File: src/pkg/hbs_pkg.sv
package hbs_pkg;

  // Link command codes
  localparam logic [7:0] HBS_CMD_MONITOR   = 8'h30;
  localparam logic [7:0] HBS_CMD_SERVO_ON  = 8'h31;
  localparam logic [7:0] HBS_CMD_SERVO_OFF = 8'h32;
  localparam logic [7:0] HBS_CMD_PATH_STEP = 8'h34;
  localparam logic [7:0] HBS_CMD_POSITION  = 8'h35;
  localparam logic [7:0] HBS_CMD_CONST_SPD = 8'h36;

  // Field positions in the monitor and status words
  localparam int HBS_IO_BLOCK_BIT = 7;
  localparam int HBS_ST_MRDY_BIT  = 12;
  localparam int HBS_ST_SVON_BIT  = 13;
  localparam int HBS_ST_CMD_LSB   = 0;

  // Stop method setting codes
  localparam logic [3:0] HBS_STOP_BRAKE_HOLD = 4'h0;
  localparam logic [3:0] HBS_STOP_BRAKE_FREE = 4'h1;

  // Timing
  localparam int unsigned HBS_CLK_HZ       = 20_000_000;
  localparam int unsigned HBS_STOP_TIME_MS = 100;
  localparam int unsigned HBS_STOP_CYCLES  = HBS_STOP_TIME_MS * (HBS_CLK_HZ / 1000);

  // Host register offsets
  localparam logic [7:0] HBS_REG_CTRL   = 8'h00;
  localparam logic [7:0] HBS_REG_CMD    = 8'h04;
  localparam logic [7:0] HBS_REG_STATUS = 8'h08;
  localparam logic [7:0] HBS_REG_IRQ_ST = 8'h0c;
  localparam logic [7:0] HBS_REG_IRQ_MK = 8'h10;
  localparam logic [7:0] HBS_REG_POS    = 8'h14;

  // Host control and interrupt bits
  localparam int HBS_CTRL_GO     = 0;
  localparam int HBS_CTRL_RETURN = 1;
  localparam int HBS_IRQ_W       = 5;
  localparam int HBS_IRQ_BLOCK   = 0;
  localparam int HBS_IRQ_RECOVER = 1;
  localparam int HBS_IRQ_RESUMED = 2;
  localparam int HBS_IRQ_WARN    = 3;
  localparam int HBS_IRQ_REFUSED = 4;

  typedef enum logic [2:0] {
    HBS_D_OFF   = 3'b001,
    HBS_D_ON    = 3'b010,
    HBS_D_BLOCK = 3'b100
  } hbs_dstate_t;

  typedef enum logic [7:0] {
    HBS_H_RUN      = 8'b0000_0001,
    HBS_H_OFF_CMD  = 8'b0000_0010,
    HBS_H_MON_CMD  = 8'b0000_0100,
    HBS_H_WAIT_CLR = 8'b0000_1000,
    HBS_H_WAIT_RDY = 8'b0001_0000,
    HBS_H_DECIDE   = 8'b0010_0000,
    HBS_H_ON_CMD   = 8'b0100_0000,
    HBS_H_WAIT_ON  = 8'b1000_0000
  } hbs_hstate_t;

  // One of the four motion commands that a block interrupts
  function automatic logic hbs_is_motion(input logic [7:0] code);
    hbs_is_motion = (code == HBS_CMD_SERVO_ON) || (code == HBS_CMD_PATH_STEP) ||
                    (code == HBS_CMD_POSITION) || (code == HBS_CMD_CONST_SPD);
  endfunction

endpackage

File: src/pkg/hbs_link_if.sv
`timescale 1ns/1ns
interface hbs_link_if;
  logic        cmd_valid;
  logic [7:0]  cmd_code;
  logic [31:0] servo_io_monitor_word;
  logic [31:0] servo_status_word;
  logic [31:0] feedback_coordinate_position;
  logic        cmd_warning;

  modport drive (
    input  cmd_valid,
    input  cmd_code,
    output servo_io_monitor_word,
    output servo_status_word,
    output feedback_coordinate_position,
    output cmd_warning
  );

  modport host (
    output cmd_valid,
    output cmd_code,
    input  servo_io_monitor_word,
    input  servo_status_word,
    input  feedback_coordinate_position,
    input  cmd_warning
  );
endinterface

File: src/design/hbs_sync.sv
`timescale 1ns/1ns
module hbs_sync #(
  parameter int W = 1
) (
  input  wire logic         clk,
  input  wire logic         rstn,
  input  wire logic [W-1:0] d,
  output logic      [W-1:0] q
);
  logic [W-1:0] meta;

  // Two-stage synchroniser, first stage read only by the second
  always_ff @(posedge clk or negedge rstn) begin
    if (!rstn) begin
      meta <= '0;
      q    <= '0;
    end else begin
      meta <= d;
      q    <= meta;
    end
  end
endmodule

File: src/design/hbs_drive_end.sv
// What this block does
// - Cut motor current when either block input opens
// - Unshorted inputs hold block, refuse motor drive
// - Block entry raises no alarm, status only
// - Block flag bit 7 rises on block
// - Block clears power-ready bit 12, energized 13
// - Host sends monitor-only if blocked servo-off
// - Blocked while on: stop per stop method
// - Host sends servo-off, monitor-only, then waits
// - Warn when block interrupts a motion command
// - Servo-off or non-motion command clears warning
// - Host waits flag low, then power ready
// - Host reads position, chooses continue or return
// - Host re-energizes before moving the axis
// - Servo-on uses command code 31 hex
`timescale 1ns/1ns
module hbs_drive_end
  import hbs_pkg::*;
#(
  parameter int unsigned STOP_CYCLES = HBS_STOP_CYCLES
) (
  input  wire logic        clk,
  input  wire logic        rstn,
  hbs_link_if.drive        link,
  input  wire logic        block_input_first,
  input  wire logic        block_input_second,
  input  wire logic        main_power_ok,
  input  wire logic [3:0]  stop_method_setting,
  input  wire logic [31:0] feedback_coordinate_position,
  output logic             motor_current_en,
  output logic             dynamic_brake_on,
  output logic             hardwired_current_block
);
  // Stop timer wide enough for the full count
  localparam int CW = $clog2(STOP_CYCLES + 1);

  hbs_dstate_t state;
  hbs_dstate_t next_state;
  logic [6:0]  pins_sync;
  logic        in_first;
  logic        in_second;
  logic        power_ok;
  logic [3:0]  stop_method;
  logic [7:0]  active_cmd;
  logic [7:0]  next_active_cmd;
  logic        warn;
  logic        next_warn;
  logic        brake;
  logic        next_brake;
  logic [CW-1:0] brake_cnt;
  logic [CW-1:0] next_brake_cnt;
  logic        block_now;
  logic        block_entry;
  logic        cmd_take;
  logic        cmd_is_on;
  logic        cmd_is_off;
  logic        cmd_clears;
  logic        stop_coast;
  logic        stop_free;
  logic [31:0] next_io_word;
  logic [31:0] next_status_word;

  // Pins and the stop setting come from outside the clock domain
  hbs_sync #(
    .W (7)
  ) u_pin_sync (
    .clk  (clk),
    .rstn (rstn),
    .d    ({block_input_first, block_input_second, main_power_ok, stop_method_setting}),
    .q    (pins_sync)
  );

  assign in_first    = pins_sync[6];
  assign in_second   = pins_sync[5];
  assign power_ok    = pins_sync[4];
  assign stop_method = pins_sync[3:0];

  // Block decode: any open contact blocks, only both closed release
  assign block_now   = ~(in_first & in_second);
  assign block_entry = block_now & (state != HBS_D_BLOCK);

  // Command decode
  assign cmd_take   = link.cmd_valid;
  assign cmd_is_on  = cmd_take & (link.cmd_code == HBS_CMD_SERVO_ON);
  assign cmd_is_off = cmd_take & (link.cmd_code == HBS_CMD_SERVO_OFF);
  assign cmd_clears = cmd_take & ~hbs_is_motion(link.cmd_code);

  // Stop method decode
  assign stop_free  = (stop_method == HBS_STOP_BRAKE_FREE);
  assign stop_coast = (stop_method != HBS_STOP_BRAKE_HOLD) & ~stop_free;

  // Servo state sequencing
  always_comb begin
    next_state = state;
    unique case (state)
      HBS_D_OFF: begin
        // Servo-on is taken only with main power present
        if (block_now) begin
          next_state = HBS_D_BLOCK;
        end else if (cmd_is_on && power_ok) begin
          next_state = HBS_D_ON;
        end
      end
      HBS_D_ON: begin
        if (block_now) begin
          next_state = HBS_D_BLOCK;
        end else if (cmd_is_off || !power_ok) begin
          next_state = HBS_D_OFF;
        end
      end
      HBS_D_BLOCK: begin
        // Servo-on refused here; release returns to servo off
        if (!block_now) begin
          next_state = HBS_D_OFF;
        end
      end
      default: next_state = HBS_D_OFF;
    endcase
  end

  // Last command taken, seen as the one executing
  assign next_active_cmd = cmd_take ? link.cmd_code : active_cmd;

  // Command warning: set on block entry during motion, set wins
  always_comb begin
    next_warn = warn;
    // Clear first so that a set in the same cycle wins
    if (cmd_clears) begin
      next_warn = 1'b0;
    end
    if (block_entry && hbs_is_motion(active_cmd)) begin
      next_warn = 1'b1;
    end
  end

  // Stop handling when the block hits an energized servo
  always_comb begin
    next_brake     = brake;
    next_brake_cnt = brake_cnt;
    // Hold and free methods brake at entry, any other coasts
    if (state == HBS_D_ON && block_now) begin
      next_brake     = ~stop_coast;
      next_brake_cnt = CW'(STOP_CYCLES);
    end else if (state == HBS_D_BLOCK && block_now) begin
      // Free method lets go when the timer runs out
      if (stop_free && brake_cnt != '0) begin
        next_brake_cnt = brake_cnt - 1'b1;
        if (brake_cnt == CW'(1)) begin
          next_brake = 1'b0;
        end
      end
    end else begin
      next_brake     = 1'b0;
      next_brake_cnt = '0;
    end
  end

  // Monitor and status words; no alarm field exists
  // Built from next values so words switch with the state
  always_comb begin
    next_io_word                           = 32'h0000_0000;
    next_io_word[HBS_IO_BLOCK_BIT]         = (next_state == HBS_D_BLOCK);
    next_status_word                       = 32'h0000_0000;
    next_status_word[HBS_ST_CMD_LSB +: 8]  = next_active_cmd;
    next_status_word[HBS_ST_MRDY_BIT]      = power_ok & (next_state != HBS_D_BLOCK);
    next_status_word[HBS_ST_SVON_BIT]      = (next_state == HBS_D_ON);
  end

  // State registers
  always_ff @(posedge clk or negedge rstn) begin
    if (!rstn) begin
      state      <= HBS_D_OFF;
      active_cmd <= HBS_CMD_MONITOR;
      warn       <= 1'b0;
      brake      <= 1'b0;
      brake_cnt  <= '0;
    end else begin
      state      <= next_state;
      active_cmd <= next_active_cmd;
      warn       <= next_warn;
      brake      <= next_brake;
      brake_cnt  <= next_brake_cnt;
    end
  end

  // Registered outputs toward the link and the power stage
  always_ff @(posedge clk or negedge rstn) begin
    if (!rstn) begin
      link.servo_io_monitor_word        <= 32'h0000_0000;
      link.servo_status_word            <= 32'h0000_0000;
      link.feedback_coordinate_position <= 32'h0000_0000;
      link.cmd_warning                  <= 1'b0;
      motor_current_en                  <= 1'b0;
      dynamic_brake_on                  <= 1'b0;
      hardwired_current_block           <= 1'b1;
    end else begin
      link.servo_io_monitor_word        <= next_io_word;
      link.servo_status_word            <= next_status_word;
      link.feedback_coordinate_position <= feedback_coordinate_position;
      link.cmd_warning                  <= next_warn;
      motor_current_en                  <= (next_state == HBS_D_ON);
      dynamic_brake_on                  <= next_brake;
      hardwired_current_block           <= (next_state == HBS_D_BLOCK);
    end
  end
endmodule

File: src/flat_wrapper.sv
// flat-port wrapper written by rule: the top's interface ports become plain ports
module hbs_drive_end_flat import hbs_pkg::*;
#(
  parameter int unsigned STOP_CYCLES = HBS_STOP_CYCLES
)
  (clk, rstn, block_input_first, block_input_second, main_power_ok, stop_method_setting, feedback_coordinate_position, motor_current_en, dynamic_brake_on, hardwired_current_block, link_cmd_valid, link_cmd_code, link_servo_io_monitor_word, link_servo_status_word, link_feedback_coordinate_position, link_cmd_warning);
  hbs_link_if link_i ();
  input  wire logic clk;
  input  wire logic rstn;
  input  wire logic block_input_first;
  input  wire logic block_input_second;
  input  wire logic main_power_ok;
  input  wire logic [3:0] stop_method_setting;
  input  wire logic [31:0] feedback_coordinate_position;
  output logic motor_current_en;
  output logic dynamic_brake_on;
  output logic hardwired_current_block;
  input wire logic [$bits(link_i.cmd_valid)-1:0] link_cmd_valid;
  input wire logic [$bits(link_i.cmd_code)-1:0] link_cmd_code;
  output wire logic [$bits(link_i.servo_io_monitor_word)-1:0] link_servo_io_monitor_word;
  output wire logic [$bits(link_i.servo_status_word)-1:0] link_servo_status_word;
  output wire logic [$bits(link_i.feedback_coordinate_position)-1:0] link_feedback_coordinate_position;
  output wire logic [$bits(link_i.cmd_warning)-1:0] link_cmd_warning;
  assign link_i.cmd_valid = link_cmd_valid;
  assign link_i.cmd_code = link_cmd_code;
  assign link_servo_io_monitor_word = link_i.servo_io_monitor_word;
  assign link_servo_status_word = link_i.servo_status_word;
  assign link_feedback_coordinate_position = link_i.feedback_coordinate_position;
  assign link_cmd_warning = link_i.cmd_warning;
  hbs_drive_end #(.STOP_CYCLES(STOP_CYCLES)) u_core (.clk(clk), .rstn(rstn), .link(link_i), .block_input_first(block_input_first), .block_input_second(block_input_second), .main_power_ok(main_power_ok), .stop_method_setting(stop_method_setting), .feedback_coordinate_position(feedback_coordinate_position), .motor_current_en(motor_current_en), .dynamic_brake_on(dynamic_brake_on), .hardwired_current_block(hardwired_current_block));
endmodule
File: config.mk
export PLATFORM = sky130hd
export DESIGN_NAME = hbs_drive_end_flat
export DESIGN_NICKNAME = d
export VERILOG_FILES = /design/src/pkg/hbs_pkg.sv /design/src/pkg/hbs_link_if.sv /design/src/design/hbs_sync.sv /design/src/design/hbs_drive_end.sv /design/src/flat_wrapper.sv
export SDC_FILE = /design/constraint.sdc
export NUM_CORES = 1
export LEC_CHECK = 0
export BUFFER_PORTS_ARGS = -buffer_cell sky130_fd_sc_hd__buf_4
export CAP_MARGIN = 20
export CORE_UTILIZATION = 52
export DETAILED_ROUTE_END_ITERATION = 6
export MAX_ROUTING_LAYER = met4
export PLACE_DENSITY = 0.91
export SYNTH_ARGS = -nofsm -noshare
export SYNTH_HDL_FRONTEND = slang
export SYNTH_SLANG_ARGS = --single-unit
File: constraint.sdc
create_clock -name clk -period 3.5 [get_ports clk]
set_input_delay 0.7 -clock clk [delete_from_list [all_inputs] [get_ports clk]]
set_output_delay 0.7 -clock clk [all_outputs]
set_load 0.005 [all_outputs]
* Yosys cells after proc, flatten, opt, wreduce, memory -nomap -nowiden
Index checks and enable logic that the tools add are counted.
W data, S select, Z words.
** Storage, ports and cells
- Bits of input ports :: 50
- Register bits :: 93
- Word-level logic and storage cells :: 77
** Operators by class
- $add $sub $neg :: 1
- Reduce and logical (&&, ||, !) cells :: 17
- Bitwise operators :: 11
- Muxes and demuxes :: 16
- Equality and inequality tests :: 20
** Operators by type and width (count)
- $eq A8 B6 Y1 const B :: 9
- $mux W21 :: 3
- $eq A21 B1 Y1 const B :: 1
- $reduce_bool A21 Y1 :: 1
- $sub A21 B1 Y21 const B :: 1
- $mux W3 :: 5
- $pmux W3 S3 :: 1
- $mux W8 :: 1
- $and A1 B1 Y1 :: 7
- $logic_or A1 B1 Y1 :: 7
- $eq A3 B2 Y1 const B :: 2
- $eq A3 B3 Y1 const B :: 2
- $mux W1 :: 6
- $ne A3 B2 Y1 const B :: 2
- $ne A3 B3 Y1 const B :: 2
- $logic_and A1 B1 Y1 :: 5
- $eq A4 B1 Y1 const B :: 1
- $not A1 Y1 :: 4
- $reduce_bool A4 Y1 :: 1
- $eq A3 B1 Y1 const B :: 1
- $reduce_and A2 Y1 :: 1
- $reduce_bool A2 Y1 :: 1
- $logic_not A1 Y1 :: 1

* Longest topological paths before layout
Gate-level depths: netlist (run 1).
- Depth after elaboration :: 8
- Depth in mapped cells :: 9

* Modules after synthesis
Synthesis (run 1) repeated with hierarchy kept, for this count alone.
** Second synthesis, totals
- Cells, all modules :: 301
- Area total of the unflattened synthesis :: 3594.7 um^2
** By module, submodules not included
- hbs_drive_end :: instances 1, area an instance 3244.4 um^2, cells each 287
- hbs_sync :: instances 1, area an instance 350.3 um^2, cells each 14

* Worst setup path before layout (run 1)
Ideal clock, no wire load.
- Path type :: register to register
- From :: register u_core.brake_cnt[5]
- To :: register u_core.brake_cnt[19]
- Cell stages (with the launch flop) :: 7
- Period minus slack after synthesis :: 2283 ps
- Path buffers :: 1
- Data required time :: 3379 ps
- Path slack :: 1217 ps
- Library setup time :: 121 ps
- Data arrival time :: 2162 ps
- Cells stage by stage :: dfrtp_1 -> or4_4 -> buf_6 -> or4_4 -> nor4_1 -> a31oi_1 -> o22a_1
** Between the ends
- Longest elaborated chain between the ends :: 4
- Elaborated cells on any way between the ends :: 7
- Classes of those cells :: add/sub (1); eq/ne (1); mux (3); reduce/logical (2)
** RTL lines
- start: declaration :: RTL line hbs_drive_end.sv:50 : logic [CW-1:0] brake_cnt;
- start signal: assignment :: RTL line hbs_drive_end.sv:182 : brake_cnt <= next_brake_cnt;
- $sub A21 B1 Y21 :: RTL line hbs_drive_end.sv:147 : next_brake_cnt = brake_cnt - 1'b1;
- $mux W21 :: RTL line hbs_drive_end.sv:146 : if (stop_free && brake_cnt != '0) begin
- $mux W21 :: RTL line hbs_drive_end.sv:144 : end else if (state == HBS_D_BLOCK && block_now) begin
- $mux W21 :: RTL line hbs_drive_end.sv:141 : if (state == HBS_D_ON && block_now) begin
Several ways; a longest one is shown, not always the timed one. The select of a mux whose other input is x is not followed.
A chain may end at the register's enable or synchronous reset.

* Worst setup path in the final report (run 1)
- From :: register u_core.brake_cnt[5]
- To :: register u_core.brake_cnt[15]
Same word-level chain as after synthesis.

==> impl_metrics.yaml, run 1 <==
sta:
  fmax_mhz: 397
  worst_slew_margin_rel_pct: 34.6
  finalSetupViolCount: 0
  skew_ns: 0.00789
  finalWorstSetupSlack_ns: 0.979
  fin_crit_sh_pct: 72.0
  setup_tns_ns: 0
  maxSlewViolCount: 0
  hold_viol: 0
  tightest_slew_ns: 0.979
  timing.hold.ws_ns: 0.270
  rsz0062_at_grt: "no"
  min_period_ns: 2.52
synth:
  async_reset_ff_share_pct: 100
  synth_ff_type: "dfrtp_1"
  yosys.area.top_type_share_pct: 56.2
  synth-adder-area-share_pct: 0.685
  synth_top_family_by_area: "buffers and inverters"
  yosys_warnings: 0
  synth-simple-area-share_pct: 12.3
  synth_cell_type_count: 46
  synth_xor_area_share_pct: 2.64
  synth-compound-area-share_pct: 8.56
  synth.largest_area_cell: "dfrtp_1"
  yosysSeqAreaShare_pct: 59.0
  syn_area_sq_um: 3650
  muxShareOfSynthArea_pct: 2.43
  synth_edf_count: 0
  ys_ff_latch: 86
  syn_avg_cell_area_sq_um: 11.9
  synth.area.top_cells: "dfrtp_1 (56%), buf_4 (13%), dfstp_2 (2.9%), mux2_2 (2.2%), nor2_1 (2.0%)"
  synthCells: 306
drt:
  wl_met1_microns: 2780
  vias_per_cell: 4.92
  totalWireLength_microns: 6880
  wl_met3_microns: 485
  first_iter_violations: 130
  wl_met2_microns: 3470
  routedWlPerCell_microns: 13.8
  ant_nets: 0
  post-route-drc-count: 0
  top_layer: "met4"
  num_vias: 2460
  drt_pass1_iterations: 4
cts:
  cts_resized: 0
  postCtsHoldBufs: 0
  clk_latency_ns: 0.36
  clk_pin_slew_ns: 0.09
  h-tree-depth: 3
  root_buffer: "clkbuf_8"
  numCtsBuffers: 9
  cts_tree: "built"
  clkSinkCount: 86
  cts_buffer_depth: 2
  postCtsSetupBuffers: 0
critical_path:
  arrival_ns: 2.78
  critPathCaptureType: "flip-flop"
  required_ns: 3.76
  start_kind: "flip-flop"
  critPathMaxFanout: 14
  crit_type: "flip-flop to flip-flop"
die:
  fp-row-count: 30
  die_y_microns: 85.8
  dieWidth_microns: 85.8
  dieArea_sq_um: 7370
  core_area_sq_um: 6790
  ios: 150
  initial_core_util_pct: 53.8
cells_and_area:
  syn2layout_area_growth_pct: 20.6
  drive_gt1_share_pct: 32.4
  final_core_util_pct: 64.9
  nFillCells: 476
  antenna_cells: 0
  nets: 451
min_path:
  hp-class: "primary input to asynchronous set/reset pin"
global_route:
  grt_overflow_total: 0
  grt_pass1_wl_microns: 10800
  track_usage_pct: 19.9
  antenna_found_initial: 0
  grt_pass1_vias: 2350
  grt_start_max_net_pins: 87
place:
  place_congestion: 0.865
  dp.final_hpwl_microns: 4920
  place_ws_ns: 1.01
  port_buffers: 96
power:
  leakage_nw: 2.14
  ir_worst_vdd_mv: 0.367
  power_density_nw_per_um2: 567
  total_power_w: 0.00250
outcome:
  status: "finished clean"
flow_run:
  max-cap-violations: 0
## metal layers
metal  vias to the layer above  GRT usage [%]
met5                         -              -
met4                         0           9.85
met3                        14           4.91
met2                       140           31.6
met1                      1176           24.0
li1                       1130              -
## metrics by stage
stage	cells	area (sq um)
5_1_grt	500	4410
3_3_place_gp	483	4200
3_5_place_dp	483	4200
4_1_cts	499	4380
2_1_floorplan	358	3850
6_report	500	4410
## final cells by class
class                   count  area (sq um)  share of cell area (%)
well taps                  96           120                    2.73
inverters                   7          26.3                   0.596
multi-input cells         197          1170                    26.6
clock inverters             5          43.8                   0.994
flip-flops and latches     86          2160                    48.9
clock buffers              11           131                    2.98
repair buffers             98           756                    17.1
## power breakdown
part	switching (W)	total (W)	internal, W	leakage [nW]
Clock	0.000358	0.000624	0.000267	0.0821
Sequential	0.0000706	0.00117	0.00110	1.06
Combinational	0.000377	0.000705	0.000327	1.00
## registers in the layout (all words and copies together), names as in the netlist
signal                                    cells
u_core.warn                                   1
u_core.link.servo_status_word                 4
u_core.state                                  3
u_core.u_pin_sync.meta                        7
u_core.hardwired_current_block                1
u_core.brake_cnt                             21
u_core.motor_current_en                       1
u_core.brake                                  1
u_core.active_cmd                             7
u_core.link.feedback_coordinate_position     32
u_core.link.servo_io_monitor_word             1
u_core.u_pin_sync.q                           7
## worst max-delay path, stage by stage, from the launching register on
cell and delay (ns):
dfrtp_1 0.40, or4_4 0.59, or3_1 0.50, o21ai_2 0.53, a22oi_1 0.15, o22a_1 0.25
## cell families (layout without fill, tap and decap cells)
logic type	Yosys count	after routing
AOI/OAI and AO/OA	43	43
and+or+nand+nor	80	80
other	1	53
muxes	8	8
buffers and inverters	75	121
adders and majority gates	2	2
xor gates and xnor gates	11	11
DFF	86	86
## final timing paths
| kind | startpoint | endpoint | cells past startpoint | slack [ns] |
|---|---|---|---|---|
| setup reg to reg | u_core.brake_cnt[5] | u_core.brake_cnt[15] | 5 | 0.98 |
| hold reg to reg | u_core.u_pin_sync.meta[2] | u_core.u_pin_sync.q[2] | 0 | 0.35 |
| max in group asynchronous | rstn | u_core.active_cmd[5] | 2 | 2.60 |
| min in group clk | u_core.u_pin_sync.meta[2] | u_core.u_pin_sync.q[2] | 0 | 0.35 |
| hold / removal | rstn | u_core.link.feedback_coordinate_position[2] | 1 | 0.27 |
| setup / recovery | u_core.brake_cnt[5] | u_core.brake_cnt[15] | 5 | 0.98 |
## cells in the mapped netlist (5+ instances only)
library cell / count
dfrtp_1: 82
buf_4: 61
nor2_1: 19
nand2_1: 13
a21oi_1: 9
nor4_1: 8
xor2_1: 8
inv_1: 7
mux2_2: 7
clkbuf_1: 5
nand2b_1: 5
nand3_1: 5
nor3_1: 5
o211ai_1: 5
o21ai_0: 5
or3_1: 5
## layout by cell type (no fill, tap or decap), types with 2 or more instances in the layout
cell type,instances
or4_1,2
nand2_1,13
clkbuf_8,9
nor3_1,5
buf_4,97
or4_4,3
a21oi_1,9
o21ai_0,5
nand4b_1,4
nor4_1,8
nor4b_1,2
dfrtp_1,82
mux2_2,7
nor3b_1,2
dfstp_2,4
a22oi_1,2
ha_1,2
a2bb2oi_1,4
a31oi_1,2
xor2_1,8
nor2_1,19
xnor2_1,3
inv_1,7
o22a_1,4
nand3_1,5
o31ai_1,2
a32o_1,2
conb_1,53
nand4_1,2
o211ai_1,5
o21ai_1,2
or3_1,5
clkinvlp_4,2
nand2b_1,5
clkbuf_1,2
and2_1,2
No activity file was read; power rests on OpenSTA's default activity.
==> inputs of run 2 (changes only) <==
Settings changed: CORE_UTILIZATION 52 to 43, PLACE_DENSITY 0.91 to 0.81.
Clock period 3.5 ns to 2.1 ns, I/O delays scaled along.
==> impl_metrics.yaml, run 2 (synthesis gave the netlist of run 1 again) <==
sta:
  min_period_ns: 2.17
  setup_tns_ns: -0.207
  fin_crit_sh_pct: 103
  hold_viol: 0
  fmax_mhz: 460
  maxSlewViolCount: 0
  finalSetupViolCount: 4
  skew_ns: 0.0140
  finalWorstSetupSlack_ns: -0.0731
  rsz0062_at_grt: "yes"
cts:
  clk_latency_ns: 0.36
  cts_tree: "built"
  root_buffer: "clkbuf_8"
  h-tree-depth: 3
  clkSinkCount: 86
  cts_buffer_depth: 2
  clk_pin_slew_ns: 0.10
  numCtsBuffers: 9
cells_and_area:
  nFillCells: 659
  largest_reg_flops: 32
  final_cell_mix: "buf_4 (126), dfrtp_1 (82), conb_1 (53)"
  regMostFlops: "u_core.link.feedback_coordinate_position"
  final_area_sq_um: 4790
  syn2layout_area_growth_pct: 31.1
  antenna_cells: 0
  nets: 484
  layoutNonFillerInstCount: 542
  top_regs: "u_core.link.feedback_coordinate_position x32, u_core.brake_cnt x21"
  drive_gt1_share_pct: 41.2
  layout_commonest_cell: "buf_4"
critical_path:
  critPathCaptureType: "flip-flop"
  r2r_cells: 5
  rrSetupSlack_ns: -0.07
  arrival_ns: 2.43
  rr_endpoint: "u_core.brake_cnt[15]"
  required_ns: 2.36
  crit_type: "flip-flop to flip-flop"
  r2r_start: "u_core.brake_cnt[11]"
  start_kind: "flip-flop"
  critPathMaxFanout: 5
die:
  initial_core_util_pct: 44.5
  die_y_microns: 94.2
  core_area_sq_um: 8220
  dieArea_sq_um: 8870
  dieWidth_microns: 94.2
  fp-row-count: 33
  ios: 150
power:
  power_density_nw_per_um2: 974
  swShare_pct: 33.0
  ir_worst_vdd_mv: 0.641
  p_comb_share_pct: 34.6
  leakage_nw: 2.33
  clockPowerShare_pct: 24.1
  intPower_w: 0.00312
  power_switching_w: 0.00154
  seqPwrFrac_pct: 41.3
drt:
  routedWlPerCell_microns: 13.8
  drt_pass1_iterations: 4
  vias_per_cell: 4.83
  post-route-drc-count: 0
  num_vias: 2619
  totalWireLength_microns: 7460
  first_iter_violations: 128
  ant_nets: 0
global_route:
  grt_pass1_wl_microns: 11900
  grt_overflow_total: 0
  grt_start_max_net_pins: 44
  track_usage_pct: 18.2
  antenna_found_initial: 0
  grt_pass1_vias: 2563
flow_run:
  max-cap-violations: 0
place:
  place_area_sq_um: 4480
  place_congestion: 0.876
  place_ws_ns: -0.0928
  placedCellCount: 523
  dp.final_hpwl_microns: 5680
  port_buffers: 96
min_path:
  hp-class: "primary input to flip-flop"
  min_from: "feedback_coordinate_position[22]"
  hold_depth: 1
  whs_endpoint: "u_core.link.feedback_coordinate_position[22]"
outcome:
  violations: "negative setup slack"
  status: "finished, violations left"
[run 2: cell count changes in the layout (fill, tap and decap cells not counted), sizes merged]
cell         change
buf             +31
clkbuf           -1
clkinv           +3
clkinvlp         -1
dlygate4sd3      +1
[run 2: through the flow]
step           hold slack [ns]  util [%]  power (W)
2_1_floorplan            0.124         -    0.00290
3_3_place_gp             0.332      54.5    0.00336
3_5_place_dp             0.338      54.5    0.00341
4_1_cts                  0.149      57.3    0.00459
5_1_grt                  0.143      58.3    0.00492
6_report                 0.161      58.3    0.00467
[run 2: critical path: stages, from the launching register on]
cell and delay [ns]:
dfrtp_1 0.39, or4_4 0.54, or4_4 0.55, nand2b_4 0.17, o31a_1 0.27, o22a_1 0.17
[run 2: worst max path at each step]
| stage | from | end | cells after the start |
|---|---|---|---|
| detailed placement | u_core.brake_cnt[11] | u_core.brake_cnt[19] | 5 |
| CTS | u_core.brake_cnt[11] | u_core.brake_cnt[15] | 5 |
| global placement | u_core.brake_cnt[11] | u_core.brake_cnt[15] | 5 |
| global route | u_core.brake_cnt[11] | u_core.brake_cnt[13] | 4 |
| floorplan | u_core.brake_cnt[5] | u_core.brake_cnt[18] | 7 |
| finish | u_core.brake_cnt[11] | u_core.brake_cnt[15] | 5 |
[run 2: power by group through the flow]
stage	logic, W	clock network, W	registers, W
4_1_cts	0.00151	0.00115	0.00193
3_5_place_dp	0.00145	0	0.00196
3_3_place_gp	0.00141	0	0.00195
6_report	0.00161	0.00112	0.00193
2_1_floorplan	0.000938	0	0.00196
5_1_grt	0.00175	0.00122	0.00195
[run 2: timing repair]
item,4_1_cts,5_1_grt
hold buffers,1,0
setup endpoints to repair,7,17
cloned,0,0
pin swaps,1,4
gates resized for setup,3,14
hold endpoints to repair,24,0
setup buffers,0,1
[run 2: metal layers]
metal	track usage, %	part of all wire [%]	up-vias
met2	31.3	53	129
met1	21.2	39	1279
li1	-	-	1202
met4	7.18	1.4	0
met5	-	0	-
met3	3.07	6.4	9
[run 2: cell type report]
class | count | area, sq um | share of cell area [%]
Sequential cell | 86 | 2160 | 45.0
Multi-Input combinational cell | 197 | 1260 | 26.4
Timing Repair Buffer | 131 | 1010 | 21.0
Tap cell | 105 | 131 | 2.74
Clock buffer | 9 | 124 | 2.59
Clock inverter | 7 | 80.1 | 1.67
Inverter | 7 | 26.3 | 0.549
